===== src/inductive_cfg_pkg.sv =====
// Package: register map, field layout, reset values and serial states of the channel config bank.
//
// Functional notes
// - Bit 7 picks the resistance range, 0 low (50 ohm-4 kohm), 1 high; resets 0.
// - Bits 6-5 pick oscillation band 1-3.3/3.3-10/10-30 MHz; code 3 reserved; resets 0.
// - Bits 4-0 hold the sensor cycle count, resets 4, sets the sampling window.
// - Each channel has a two-bit fast tracking factor, values 0 to 3.
// - Channel 0 factor at bits 2-1; bits 7-3 reset 1Bh, bit 0 resets 0; DAh.
// - Channel 2 factor bits 7-6, channel 1 bits 5-4; bits 3-0 zero; resets 50h.
// - Channel 3 factor at bits 1-0; bits 7-2 reset zero; register resets 01h.
// - Channel 2 and 3 setup registers reset 04h and are fully read/write.
package inductive_cfg_pkg;

	// ------------------------------------------------------------------
	// register offsets
	// ------------------------------------------------------------------
	localparam logic [7:0] OFF_SENSOR_CH2_SETUP   = 8'h24;
	localparam logic [7:0] OFF_FAST_TRACK_CH0     = 8'h25;
	localparam logic [7:0] OFF_SENSOR_CH3_SETUP   = 8'h26;
	localparam logic [7:0] OFF_FAST_TRACK_CH1_CH2 = 8'h28;
	localparam logic [7:0] OFF_FAST_TRACK_CH3     = 8'h2B;

	// ------------------------------------------------------------------
	// reset values
	// ------------------------------------------------------------------
	localparam logic [7:0] RST_SENSOR_SETUP       = 8'h04;
	localparam logic [7:0] RST_FAST_TRACK_CH0     = 8'hDA;
	localparam logic [7:0] RST_FAST_TRACK_CH1_CH2 = 8'h50;
	localparam logic [7:0] RST_FAST_TRACK_CH3     = 8'h01;
	localparam logic [7:0] RD_UNMAPPED            = 8'h00;

	// ------------------------------------------------------------------
	// field positions
	// ------------------------------------------------------------------
	localparam int RES_RANGE_BIT = 7;
	localparam int OSC_BAND_HI   = 6;
	localparam int OSC_BAND_LO   = 5;
	localparam int CYCLE_HI      = 4;
	localparam int CYCLE_LO      = 0;
	localparam int TF_CH0_HI     = 2;
	localparam int TF_CH0_LO     = 1;
	localparam int TF_CH2_HI     = 7;
	localparam int TF_CH2_LO     = 6;
	localparam int TF_CH1_HI     = 5;
	localparam int TF_CH1_LO     = 4;
	localparam int TF_CH3_HI     = 1;
	localparam int TF_CH3_LO     = 0;

	// ------------------------------------------------------------------
	// serial port
	// ------------------------------------------------------------------
	// target address, arbitrary value
	localparam logic [6:0] DEV_ADDR      = 7'h2A;
	localparam logic [3:0] BITS_PER_BYTE = 4'h8;
	localparam logic [7:0] PTR_STEP      = 8'h01;

	typedef enum logic [8:0] {
		ST_IDLE      = 9'h001,
		ST_ADDR      = 9'h002,
		ST_ADDR_ACK  = 9'h004,
		ST_PTR       = 9'h008,
		ST_PTR_ACK   = 9'h010,
		ST_WDATA     = 9'h020,
		ST_WDATA_ACK = 9'h040,
		ST_RDATA     = 9'h080,
		ST_RDATA_ACK = 9'h100
	} serial_state_type;

endpackage


===== src/line_sync_if.sv =====
// Interface: one raw pin line and its filtered level.
interface line_sync_if;
	logic raw;
	logic level;

	modport filt (input raw, output level);
	modport user (output raw, input level);
endinterface


===== src/inductive_channel_config_regs.sv =====
// Top: serial target port and the channel setup / fast tracking register bank.
module inductive_channel_config_regs
	import inductive_cfg_pkg::*;
(
	// clock and reset
	input  wire logic        clk,
	input  wire logic        rst_n,
	// serial bus pins (data line is open drain)
	input  wire logic        sclIn,
	input  wire logic        sdaIn,
	output wire logic        sdaOut,
	output wire logic        sdaOe,
	// channel 2 sensor setup
	output wire logic        resRangeCh2,
	output wire logic [1:0]  oscBandCh2,
	output wire logic [4:0]  cycleCountCh2,
	// channel 3 sensor setup
	output wire logic        resRangeCh3,
	output wire logic [1:0]  oscBandCh3,
	output wire logic [4:0]  cycleCountCh3,
	// baseline tracker factors
	output wire logic [1:0]  trackFactorCh0,
	output wire logic [1:0]  trackFactorCh1,
	output wire logic [1:0]  trackFactorCh2,
	output wire logic [1:0]  trackFactorCh3
);

	// ------------------------------------------------------------------
	// pin filtering and bus events
	// ------------------------------------------------------------------
	line_sync_if sclLine();
	line_sync_if sdaLine();

	assign sclLine.raw = sclIn;
	assign sdaLine.raw = sdaIn;

	pin_filter u_scl_filter (
		.clk   (clk),
		.rst_n (rst_n),
		.line  (sclLine.filt)
	);

	pin_filter u_sda_filter (
		.clk   (clk),
		.rst_n (rst_n),
		.line  (sdaLine.filt)
	);

	logic sclLvl;
	logic sdaLvl;
	logic sclPrev_ff;
	logic sdaPrev_ff;
	logic sclRise;
	logic sclFall;
	logic startCond;
	logic stopCond;

	assign sclLvl = sclLine.level;
	assign sdaLvl = sdaLine.level;

	always_ff @(posedge clk) begin
		if (!rst_n) begin
			sclPrev_ff <= 1'h1;
			sdaPrev_ff <= 1'h1;
		end else begin
			sclPrev_ff <= sclLvl;
			sdaPrev_ff <= sdaLvl;
		end
	end

	assign sclRise   = sclLvl & ~sclPrev_ff;
	assign sclFall   = ~sclLvl & sclPrev_ff;
	assign startCond = sclLvl & sclPrev_ff & sdaPrev_ff & ~sdaLvl;
	assign stopCond  = sclLvl & sclPrev_ff & ~sdaPrev_ff & sdaLvl;

	// ------------------------------------------------------------------
	// register storage and decode
	// ------------------------------------------------------------------
	logic [7:0] sensorCh2Setup_ff;
	logic [7:0] fastTrackCh0_ff;
	logic [7:0] sensorCh3Setup_ff;
	logic [7:0] fastTrackCh1Ch2_ff;
	logic [7:0] fastTrackCh3_ff;
	logic [7:0] rx_ff;
	logic [7:0] ptr_ff;
	logic [3:0] bitCnt_ff;
	serial_state_type state_ff;

	logic       hitCh2Setup;
	logic       hitTrackCh0;
	logic       hitCh3Setup;
	logic       hitTrackCh12;
	logic       hitTrackCh3;
	logic       regWrite;
	logic       byteDone;
	logic [7:0] rdData;

	assign hitCh2Setup  = (ptr_ff == OFF_SENSOR_CH2_SETUP);
	assign hitTrackCh0  = (ptr_ff == OFF_FAST_TRACK_CH0);
	assign hitCh3Setup  = (ptr_ff == OFF_SENSOR_CH3_SETUP);
	assign hitTrackCh12 = (ptr_ff == OFF_FAST_TRACK_CH1_CH2);
	assign hitTrackCh3  = (ptr_ff == OFF_FAST_TRACK_CH3);
	assign byteDone     = (bitCnt_ff == BITS_PER_BYTE);
	assign regWrite     = (state_ff == ST_WDATA) & sclFall & byteDone;

	// unmapped offsets read zero and swallow writes, yet are still acked
	assign rdData = hitCh2Setup  ? sensorCh2Setup_ff :
	                hitTrackCh0  ? fastTrackCh0_ff :
	                hitCh3Setup  ? sensorCh3Setup_ff :
	                hitTrackCh12 ? fastTrackCh1Ch2_ff :
	                hitTrackCh3  ? fastTrackCh3_ff : RD_UNMAPPED;

	// reserved bits are stored as written, the host keeps them at reset value
	always_ff @(posedge clk) begin
		if (!rst_n) begin
			sensorCh2Setup_ff  <= RST_SENSOR_SETUP;
			sensorCh3Setup_ff  <= RST_SENSOR_SETUP;
			fastTrackCh0_ff    <= RST_FAST_TRACK_CH0;
			fastTrackCh1Ch2_ff <= RST_FAST_TRACK_CH1_CH2;
			fastTrackCh3_ff    <= RST_FAST_TRACK_CH3;
		end else if (regWrite) begin
			if (hitCh2Setup)  sensorCh2Setup_ff  <= rx_ff;
			if (hitCh3Setup)  sensorCh3Setup_ff  <= rx_ff;
			if (hitTrackCh0)  fastTrackCh0_ff    <= rx_ff;
			if (hitTrackCh12) fastTrackCh1Ch2_ff <= rx_ff;
			if (hitTrackCh3)  fastTrackCh3_ff    <= rx_ff;
		end
	end

	// ------------------------------------------------------------------
	// field outputs
	// ------------------------------------------------------------------
	// band code 3 is passed on unchanged; its effect is left to the sensor
	assign resRangeCh2    = sensorCh2Setup_ff[RES_RANGE_BIT];
	assign oscBandCh2     = sensorCh2Setup_ff[OSC_BAND_HI:OSC_BAND_LO];
	assign cycleCountCh2  = sensorCh2Setup_ff[CYCLE_HI:CYCLE_LO];
	assign resRangeCh3    = sensorCh3Setup_ff[RES_RANGE_BIT];
	assign oscBandCh3     = sensorCh3Setup_ff[OSC_BAND_HI:OSC_BAND_LO];
	assign cycleCountCh3  = sensorCh3Setup_ff[CYCLE_HI:CYCLE_LO];
	assign trackFactorCh0 = fastTrackCh0_ff[TF_CH0_HI:TF_CH0_LO];
	assign trackFactorCh1 = fastTrackCh1Ch2_ff[TF_CH1_HI:TF_CH1_LO];
	assign trackFactorCh2 = fastTrackCh1Ch2_ff[TF_CH2_HI:TF_CH2_LO];
	assign trackFactorCh3 = fastTrackCh3_ff[TF_CH3_HI:TF_CH3_LO];

	// ------------------------------------------------------------------
	// serial target state machine
	// ------------------------------------------------------------------
	logic [7:0] tx_ff;
	logic       rw_ff;
	logic       masterAck_ff;
	logic       sdaLow_ff;
	logic       addrMatch;

	serial_state_type nxt_state;
	logic [3:0]       nxt_bitCnt;
	logic [7:0]       nxt_ptr;
	logic [7:0]       nxt_tx;
	logic             nxt_rw;
	logic             nxt_sdaLow;

	assign addrMatch = (rx_ff[7:1] == DEV_ADDR);

	always_comb begin
		nxt_state  = state_ff;
		nxt_bitCnt = bitCnt_ff;
		nxt_ptr    = ptr_ff;
		nxt_tx     = tx_ff;
		nxt_rw     = rw_ff;
		nxt_sdaLow = sdaLow_ff;
		if (stopCond) begin
			nxt_state  = ST_IDLE;
			nxt_sdaLow = 1'h0;
		end else if (startCond) begin
			// repeated start keeps the pointer for a following read
			nxt_state  = ST_ADDR;
			nxt_bitCnt = 4'h0;
			nxt_sdaLow = 1'h0;
		end else begin
			case (state_ff)
				ST_IDLE: begin
					nxt_bitCnt = 4'h0;
				end
				ST_ADDR, ST_PTR, ST_WDATA, ST_RDATA: begin
					if (sclRise) begin
						nxt_bitCnt = 4'(bitCnt_ff + 4'h1);
					end
					if (sclFall && byteDone) begin
						nxt_bitCnt = 4'h0;
						case (state_ff)
							ST_ADDR: begin
								nxt_state  = addrMatch ? ST_ADDR_ACK : ST_IDLE;
								nxt_sdaLow = addrMatch;
								nxt_rw     = rx_ff[0];
							end
							ST_PTR: begin
								nxt_state  = ST_PTR_ACK;
								nxt_sdaLow = 1'h1;
								nxt_ptr    = rx_ff;
							end
							ST_WDATA: begin
								nxt_state  = ST_WDATA_ACK;
								nxt_sdaLow = 1'h1;
								nxt_ptr    = 8'(ptr_ff + PTR_STEP);
							end
							default: begin
								nxt_state  = ST_RDATA_ACK;
								nxt_sdaLow = 1'h0;
								nxt_ptr    = 8'(ptr_ff + PTR_STEP);
							end
						endcase
					end else if (sclFall && (state_ff == ST_RDATA)) begin
						nxt_tx     = {tx_ff[6:0], 1'h0};
						nxt_sdaLow = ~tx_ff[6];
					end
				end
				ST_ADDR_ACK: begin
					if (sclFall) begin
						nxt_state  = rw_ff ? ST_RDATA : ST_PTR;
						nxt_tx     = rdData;
						nxt_sdaLow = rw_ff & ~rdData[7];
					end
				end
				ST_PTR_ACK, ST_WDATA_ACK: begin
					if (sclFall) begin
						nxt_state  = ST_WDATA;
						nxt_sdaLow = 1'h0;
					end
				end
				ST_RDATA_ACK: begin
					// a master nack ends the read; the target waits for stop or start
					if (sclFall) begin
						nxt_state  = masterAck_ff ? ST_RDATA : ST_IDLE;
						nxt_tx     = rdData;
						nxt_sdaLow = masterAck_ff & ~rdData[7];
					end
				end
				default: begin
					nxt_state  = ST_IDLE;
					nxt_sdaLow = 1'h0;
				end
			endcase
		end
	end

	always_ff @(posedge clk) begin
		if (!rst_n) begin
			state_ff  <= ST_IDLE;
			bitCnt_ff <= 4'h0;
			ptr_ff    <= 8'h00;
			tx_ff     <= 8'h00;
			rw_ff     <= 1'h0;
			sdaLow_ff <= 1'h0;
		end else begin
			state_ff  <= nxt_state;
			bitCnt_ff <= nxt_bitCnt;
			ptr_ff    <= nxt_ptr;
			tx_ff     <= nxt_tx;
			rw_ff     <= nxt_rw;
			sdaLow_ff <= nxt_sdaLow;
		end
	end

	always_ff @(posedge clk) begin
		if (!rst_n) begin
			rx_ff        <= 8'h00;
			masterAck_ff <= 1'h0;
		end else if (sclRise) begin
			rx_ff        <= {rx_ff[6:0], sdaLvl};
			masterAck_ff <= ~sdaLvl;
		end
	end

	// open drain: only ever pulls low
	assign sdaOut = 1'h0;
	assign sdaOe  = sdaLow_ff;
endmodule


===== src/pin_filter.sv =====
// Pin filter: three-stage synchroniser whose level follows once stages two and three agree.
module pin_filter (
	// clock and reset
	input  wire logic  clk,
	input  wire logic  rst_n,
	// filtered line
	line_sync_if.filt  line
);

	logic stage1_ff;
	logic stage2_ff;
	logic stage3_ff;
	logic level_ff;
	logic agree;

	// idle bus lines sit high, so reset to one
	always_ff @(posedge clk) begin
		if (!rst_n) begin
			stage1_ff <= 1'h1;
			stage2_ff <= 1'h1;
			stage3_ff <= 1'h1;
		end else begin
			stage1_ff <= line.raw;
			stage2_ff <= stage1_ff;
			stage3_ff <= stage2_ff;
		end
	end

	assign agree = (stage2_ff == stage3_ff);

	always_ff @(posedge clk) begin
		if (!rst_n) begin
			level_ff <= 1'h1;
		end else if (agree) begin
			level_ff <= stage3_ff;
		end
	end

	assign line.level = level_ff;

endmodule


===== config.mk =====
export PLATFORM = sky130hd
export DESIGN_NAME = inductive_channel_config_regs
export DESIGN_NICKNAME = d
export VERILOG_FILES = /design/src/inductive_cfg_pkg.sv /design/src/line_sync_if.sv /design/src/inductive_channel_config_regs.sv /design/src/pin_filter.sv
export SDC_FILE = /design/constraint.sdc
export NUM_CORES = 1
export LEC_CHECK = 0
export BUFFER_PORTS_ARGS = -buffer_cell sky130_fd_sc_hd__buf_2
export CORE_MARGIN = 5
export CORE_UTILIZATION = 65
export CTS_CLUSTER_DIAMETER = 80
export DETAILED_ROUTE_END_ITERATION = 8
export GPL_TIMING_DRIVEN = 0
export PLACE_DENSITY_LB_ADDON = 0.05
export SETUP_SLACK_MARGIN = 0.1
export SYNTH_ARGS = -nofsm -noshare
export SYNTH_HDL_FRONTEND = slang
export SYNTH_SLANG_ARGS = --single-unit

===== constraint.sdc =====
create_clock -name clk -period 3.63 [get_ports clk]
set_clock_uncertainty 0.2 [all_clocks]
set_input_delay 0.726 -clock clk [delete_from_list [all_inputs] [get_ports clk]]
set_output_delay 0.726 -clock clk [all_outputs]
set_load 0.02 [all_outputs]

After elaboration in Yosys (flattened, before gate mapping)
Index checks and enable logic that the tools add are counted.
{"block": "word_totals", "ff_bits": 89, "latchBits": 0, "ram_bits": 0, "romBits": 0, "in_bits": 4, "out_inout_bits": 26, "mem_count": 0}
{"block": "op_classes", "addsub": 2, "multipliers": 0, "n_div": 0, "magnitude_cmp": 0, "eq_ne": 32, "shift": 0, "mux": 31, "bitwise_logic": 22, "n_reduce_logical": 22}
{"operator": "$mux W8", "n": 7}
{"operator": "$pmux W9 S5", "n": 1}
{"operator": "$eq A8 B6 Y1 const B", "n": 5}
{"operator": "$mux W9", "n": 4}
{"operator": "$pmux W9 S3", "n": 1}
{"operator": "$reduce_and A5 Y1", "n": 5}
{"operator": "$mux W7", "n": 3}
{"operator": "$pmux W8 S2", "n": 1}
{"operator": "$ne A3 B3 Y1 const B", "n": 5}
{"operator": "$ne A2 B2 Y1 const B", "n": 7}
{"operator": "$pmux W7 S2", "n": 1}
{"operator": "$mux W4", "n": 3}
{"operator": "$and A1 B1 Y1", "n": 11}
{"operator": "$not A1 Y1", "n": 11}
{"operator": "$reduce_and A2 Y1", "n": 5}
{"operator": "$eq A9 B1 Y1 const B", "n": 1}
{"operator": "$eq A9 B2 Y1 const B", "n": 1}
{"operator": "$eq A9 B3 Y1 const B", "n": 1}
{"operator": "$eq A9 B4 Y1 const B", "n": 1}
{"operator": "$eq A9 B5 Y1 const B", "n": 1}
{"operator": "$eq A9 B6 Y1 const B", "n": 1}
{"operator": "$eq A9 B7 Y1 const B", "n": 1}
{"operator": "$eq A9 B8 Y1 const B", "n": 1}
{"operator": "$eq A9 B9 Y1 const B", "n": 1}
{"operator": "other kinds (21)", "n": 30}

Longest topological paths before layout
{"block": "depth", "word_depth": 10, "mapped_depth": 10, "mapped_depth_nobuf": 8}

Cells and area by module
A second synthesis with hierarchy kept.
{"block": "hier_totals", "cells_unflattened": 529, "hier_area_um2": 4609.4}
{"mod": "inductive_channel_config_regs", "instances": 1, "cells_per_inst": 509, "area_per_inst_um2": 4384.2}
{"mod": "pin_filter", "instances": 2, "cells_per_inst": 10, "area_per_inst_um2": 112.6}

Worst setup path before layout
Ideal clock, no wire load.
{"block": "synth_timing", "path_type": "register to register", "start": "register ptr_ff[0]", "end": "register tx_ff[2]", "t_arrival_ns": 1.852, "t_required_ns": 3.313, "slack_ns": 1.461, "path_stages_with_launch": 9, "cell_sequence": "dfxtp_1 > inv_1 > ha_1 > clkbuf_1 > clkinv_1 > o211a_1 > a221oi_1 > o21ai_0 > a22o_1"}
{"block": "synth_via", "elab_chain_cells": 8, "word_cells_on_any_way": 12}
{"item": "start, declared", "line_no": "inductive_channel_config_regs.sv:85", "rtl": "logic [7:0] ptr_ff;"}
{"item": "start signal, assigned", "line_no": "inductive_channel_config_regs.sv:256", "rtl": "ptr_ff <= nxt_ptr;"}
{"item": "$eq A8 B6 Y1", "line_no": "inductive_channel_config_regs.sv:102", "rtl": "assign hitTrackCh3 = (ptr_ff == OFF_FAST_TRACK_CH3);"}
{"item": "$mux W8", "line_no": "inductive_channel_config_regs.sv:111", "rtl": "hitTrackCh3 ? fastTrackCh3_ff : RD_UNMAPPED;"}
{"item": "$mux W8", "line_no": "inductive_channel_config_regs.sv:110", "rtl": "hitTrackCh12 ? fastTrackCh1Ch2_ff :"}
{"item": "$mux W8", "line_no": "inductive_channel_config_regs.sv:109", "rtl": "hitCh3Setup ? sensorCh3Setup_ff :"}
{"item": "$mux W8", "line_no": "inductive_channel_config_regs.sv:108", "rtl": "hitTrackCh0 ? fastTrackCh0_ff :"}
{"item": "$mux W8 *", "line_no": "inductive_channel_config_regs.sv:107", "rtl": "assign rdData = hitCh2Setup ? sensorCh2Setup_ff :"}
{"item": "$mux W7 *", "line_no": "inductive_channel_config_regs.sv:217, inductive_channel_config_regs.sv:231"}
{"item": "$pmux W7 S2 *", "line_no": "inductive_channel_config_regs.sv:179", "rtl": "case (state_ff)"}
{"item": "end signal, assigned", "line_no": "inductive_channel_config_regs.sv:257", "rtl": "tx_ff <= nxt_tx;"}
{"item": "end, declared", "line_no": "inductive_channel_config_regs.sv:148", "rtl": "logic [7:0] tx_ff;"}
Mark *: on every way between the ends. The rest lies on a longest branch, timed or not. The select of a mux whose other input is x is not followed.
A chain may end at the register's enable or synchronous reset.

Worst setup path in the final report
{"block": "layout_timing", "start": "register ptr_ff[0]", "end": "register tx_ff[0]"}
Same word-level chain as after synthesis.

==> flow_metrics.py <==
metrics = {
    "placement": {
        "placed_area_um2": 4740,
        "place_congestion": 0.935,
        "numPortBuffers": 28,
        "dpl.hpwl_um": 8540,
        "pre_cts_ws_ns": 0.786,
    },
    "logic_synthesis": {
        "synth-compound-area-share": 0.190,
        "async_flop_share": 0,
        "yosys_most_used_dff": "dfxtp_1",
        "synth_cell_type_count": 61,
        "synth_xor_area_frac": 0.0117,
        "yosys_register_bits": 89,
        "yosys.area_share.simple": 0.270,
        "yosysWarnings": 0,
        "synth_enable_flop_cells": 0,
        "synth_top_family_by_area": "simple AND/OR/NAND/NOR gates",
        "syn_avg_cell_area_um2": 7.96,
        "synth-seq-area-share": 0.396,
        "syn-cell-area_um2": 4500,
        "synth.area.mux_share": 0.0489,
        "synth_fa_ha_area_frac": 0.0167,
        "synth_cells": 566,
        "synth_fp_nets": 576,
    },
    "setup_path": {
        "path_cells": "inv_1 > ha_1 > clkbuf_1 > clkinv_1 > o211a_1 > a221oi_1 > o21ai_0 > a22o_1",
        "crit_buf_inv": 3,
        "cp.required_ns": 3.69,
        "path_max_fanout": 10,
        "cp-start-kind": "register",
        "cp-startpoint": "ptr_ff[0]",
        "worst_path_largest_cell_delay_ns": 0.50,
        "cp.arrival_ns": 3.00,
        "cpMaxStageDelayCell": "a221oi_1",
        "critPathTopFamily": "compound AO/OA/AOI/OAI gates",
        "endpoint_kind": "register",
        "criticalPathCategory": "register to register",
        "rr_startpoint": "ptr_ff[0]",
    },
    "clocking": {
        "cts_sinks": 89,
        "cts.clk_slew.worst_paths_ns": 0.09,
        "hold_buffers": 0,
        "numCtsBuffers": 9,
        "post_cts_buffers": 0,
        "clock_latency_ns": 0.36,
        "post_cts_resized": 0,
        "cts_buffer_depth": 2,
        "clockRootBuffer": "clkbuf_8",
        "cts_max_level": 3,
        "cts_tree": "done",
    },
    "die": {
        "die_x_um": 93.2,
        "rows": 30,
        "pin_count": 30,
        "coreArea_um2": 6760,
        "initial_core_util": 0.666,
        "die-area_um2": 8690,
        "die_h_um": 93.2,
    },
    "pwr": {
        "leakage_nw": 1.97,
        "ir_drop_uv": 278,
        "power.density_nw_per_um2": 358,
    },
    "timing": {
        "finalSetupTns_ns": 0,
        "tightest_slew_ns": 0.718,
        "max_clock_freq_ghz": 0.340,
        "setup_slack_ns": 0.690,
        "setup_viol": 0,
        "post-route-period-util": 0.810,
        "drv_slew": 0,
        "hold_violations": 0,
        "rsz0062_at_grt": "no",
        "fin_crit_ns": 2.94,
        "relSlewSlack": 0.519,
    },
    "detailed_routing": {
        "routedWlPerCell_um": 17.6,
        "detail_route.iter0.violations": 339,
        "dr.pass1.iters": 5,
        "drc": 0,
        "via_per_inst": 6.17,
        "ant_nets": 0,
        "dr_total_vias": 4260,
        "totalWireLength_um": 12100,
    },
    "min_path": {
        "min_path_type": "register to register",
        "hold_start": "u_sda_filter.stage1_ff",
    },
    "final_layout": {
        "syn_to_final_growth_pct": 10.4,
        "layout_common_cells": "nand2_1 (110), dfxtp_1 (89), nor2_1 (55)",
        "nNetsFinal": 615,
        "fill_cells": 559,
        "fin_util": 0.736,
        "mostFrequentLayoutCell": "nand2_1",
        "drive_gt1_frac": 0.133,
        "fin_area_um2": 4970,
        "diodes": 0,
    },
    "global_routing": {
        "grt_max_degree": 16,
        "track_usage": 0.294,
        "grt-ovfl-total": 0,
        "antenna_found_initial": 0,
        "grt_pass1_wl_um": 20200,
        "grt_pass1_vias": 4056,
    },
    "job": {
        "drv_cap": 0,
    },
    "run_status": {
        "outcome": "finished clean",
    },
}
==> sequential cells by signal, summed over array words and instances, names as in the netlist, 4 cells and up <==
register / cells
sensorCh3Setup_ff: 8
fastTrackCh3_ff: 8
state_ff: 9
tx_ff: 7
sensorCh2Setup_ff: 8
fastTrackCh0_ff: 8
bitCnt_ff: 4
rx_ff: 8
ptr_ff: 8
fastTrackCh1Ch2_ff: 8
==> worst paths after layout <==
path	endpoint	slack, ns	cells past startpoint
setup / recovery	tx_ff[0]	0.69	8
hold / removal	u_sda_filter.stage2_ff	0.22	1
setup reg to reg	tx_ff[0]	0.69	8
hold reg to reg	u_sda_filter.stage2_ff	0.22	1
==> area by class of cell <==
type,instances,area [µm²],share of cell area
inverter,8,30.0,0.00604
timing repair buffer,28,140,0.0282
buffer,50,270,0.0544
tap,80,100,0.0201
multi-input combinational,419,2420,0.487
clock buffer,10,138,0.0277
sequential,89,1780,0.359
clock inverter,6,88.8,0.0179
==> logic make-up (layout without fill, tap and decap cells) <==
family | Yosys count | after routing
and+or+nand+nor | 251 | 251
AOI/OAI and AO/OA | 133 | 133
DFF | 89 | 89
buffers and inverters | 58 | 102
muxes | 22 | 22
adders and majority gates | 6 | 6
xor gates and xnor gates | 6 | 6
other | 1 | 1
==> stage by stage <==
step / cells / hold slack [ns] / total power [W]
after floorplan: 566 / 0.186 / 0.00102
after global placement: 674 / 0.189 / 0.00104
after detailed placement: 674 / 0.197 / 0.00104
after CTS: 690 / 0.226 / 0.00179
after global routing: 690 / 0.249 / 0.00184
final: 690 / 0.220 / 0.00178
==> routing by layer <==
layer,vias to the layer above,track usage,routed length (µm)
met5,-,0,0
met2,205,0.447,5530
met3,32,0.0515,1080
met4,0,0.126,272
met1,2001,0.409,5250
li1,2022,-,-
==> power by group <==
part	total (W)	switching (W)	internal (W)
clock	0.000767	0.000359	0.000408
combinational	0.0000341	0.0000246	0.00000947
sequential	0.000980	0.00000161	0.000978
total	0.00178	0.000386	0.00140
==> synthesized netlist by cell type, drive strengths merged, types with 13 or more instances <==
master	n	area (µm²)
o21ai	26	130
nand2b	14	95.1
nand2	110	413
nand3	18	100
a22o	13	114
a21oi	53	265
mux2i	22	220
nor2	55	206
clkbuf	24	90.1
dfxtp	89	1780
buf	26	180
(Power assumes the default switching activity.)
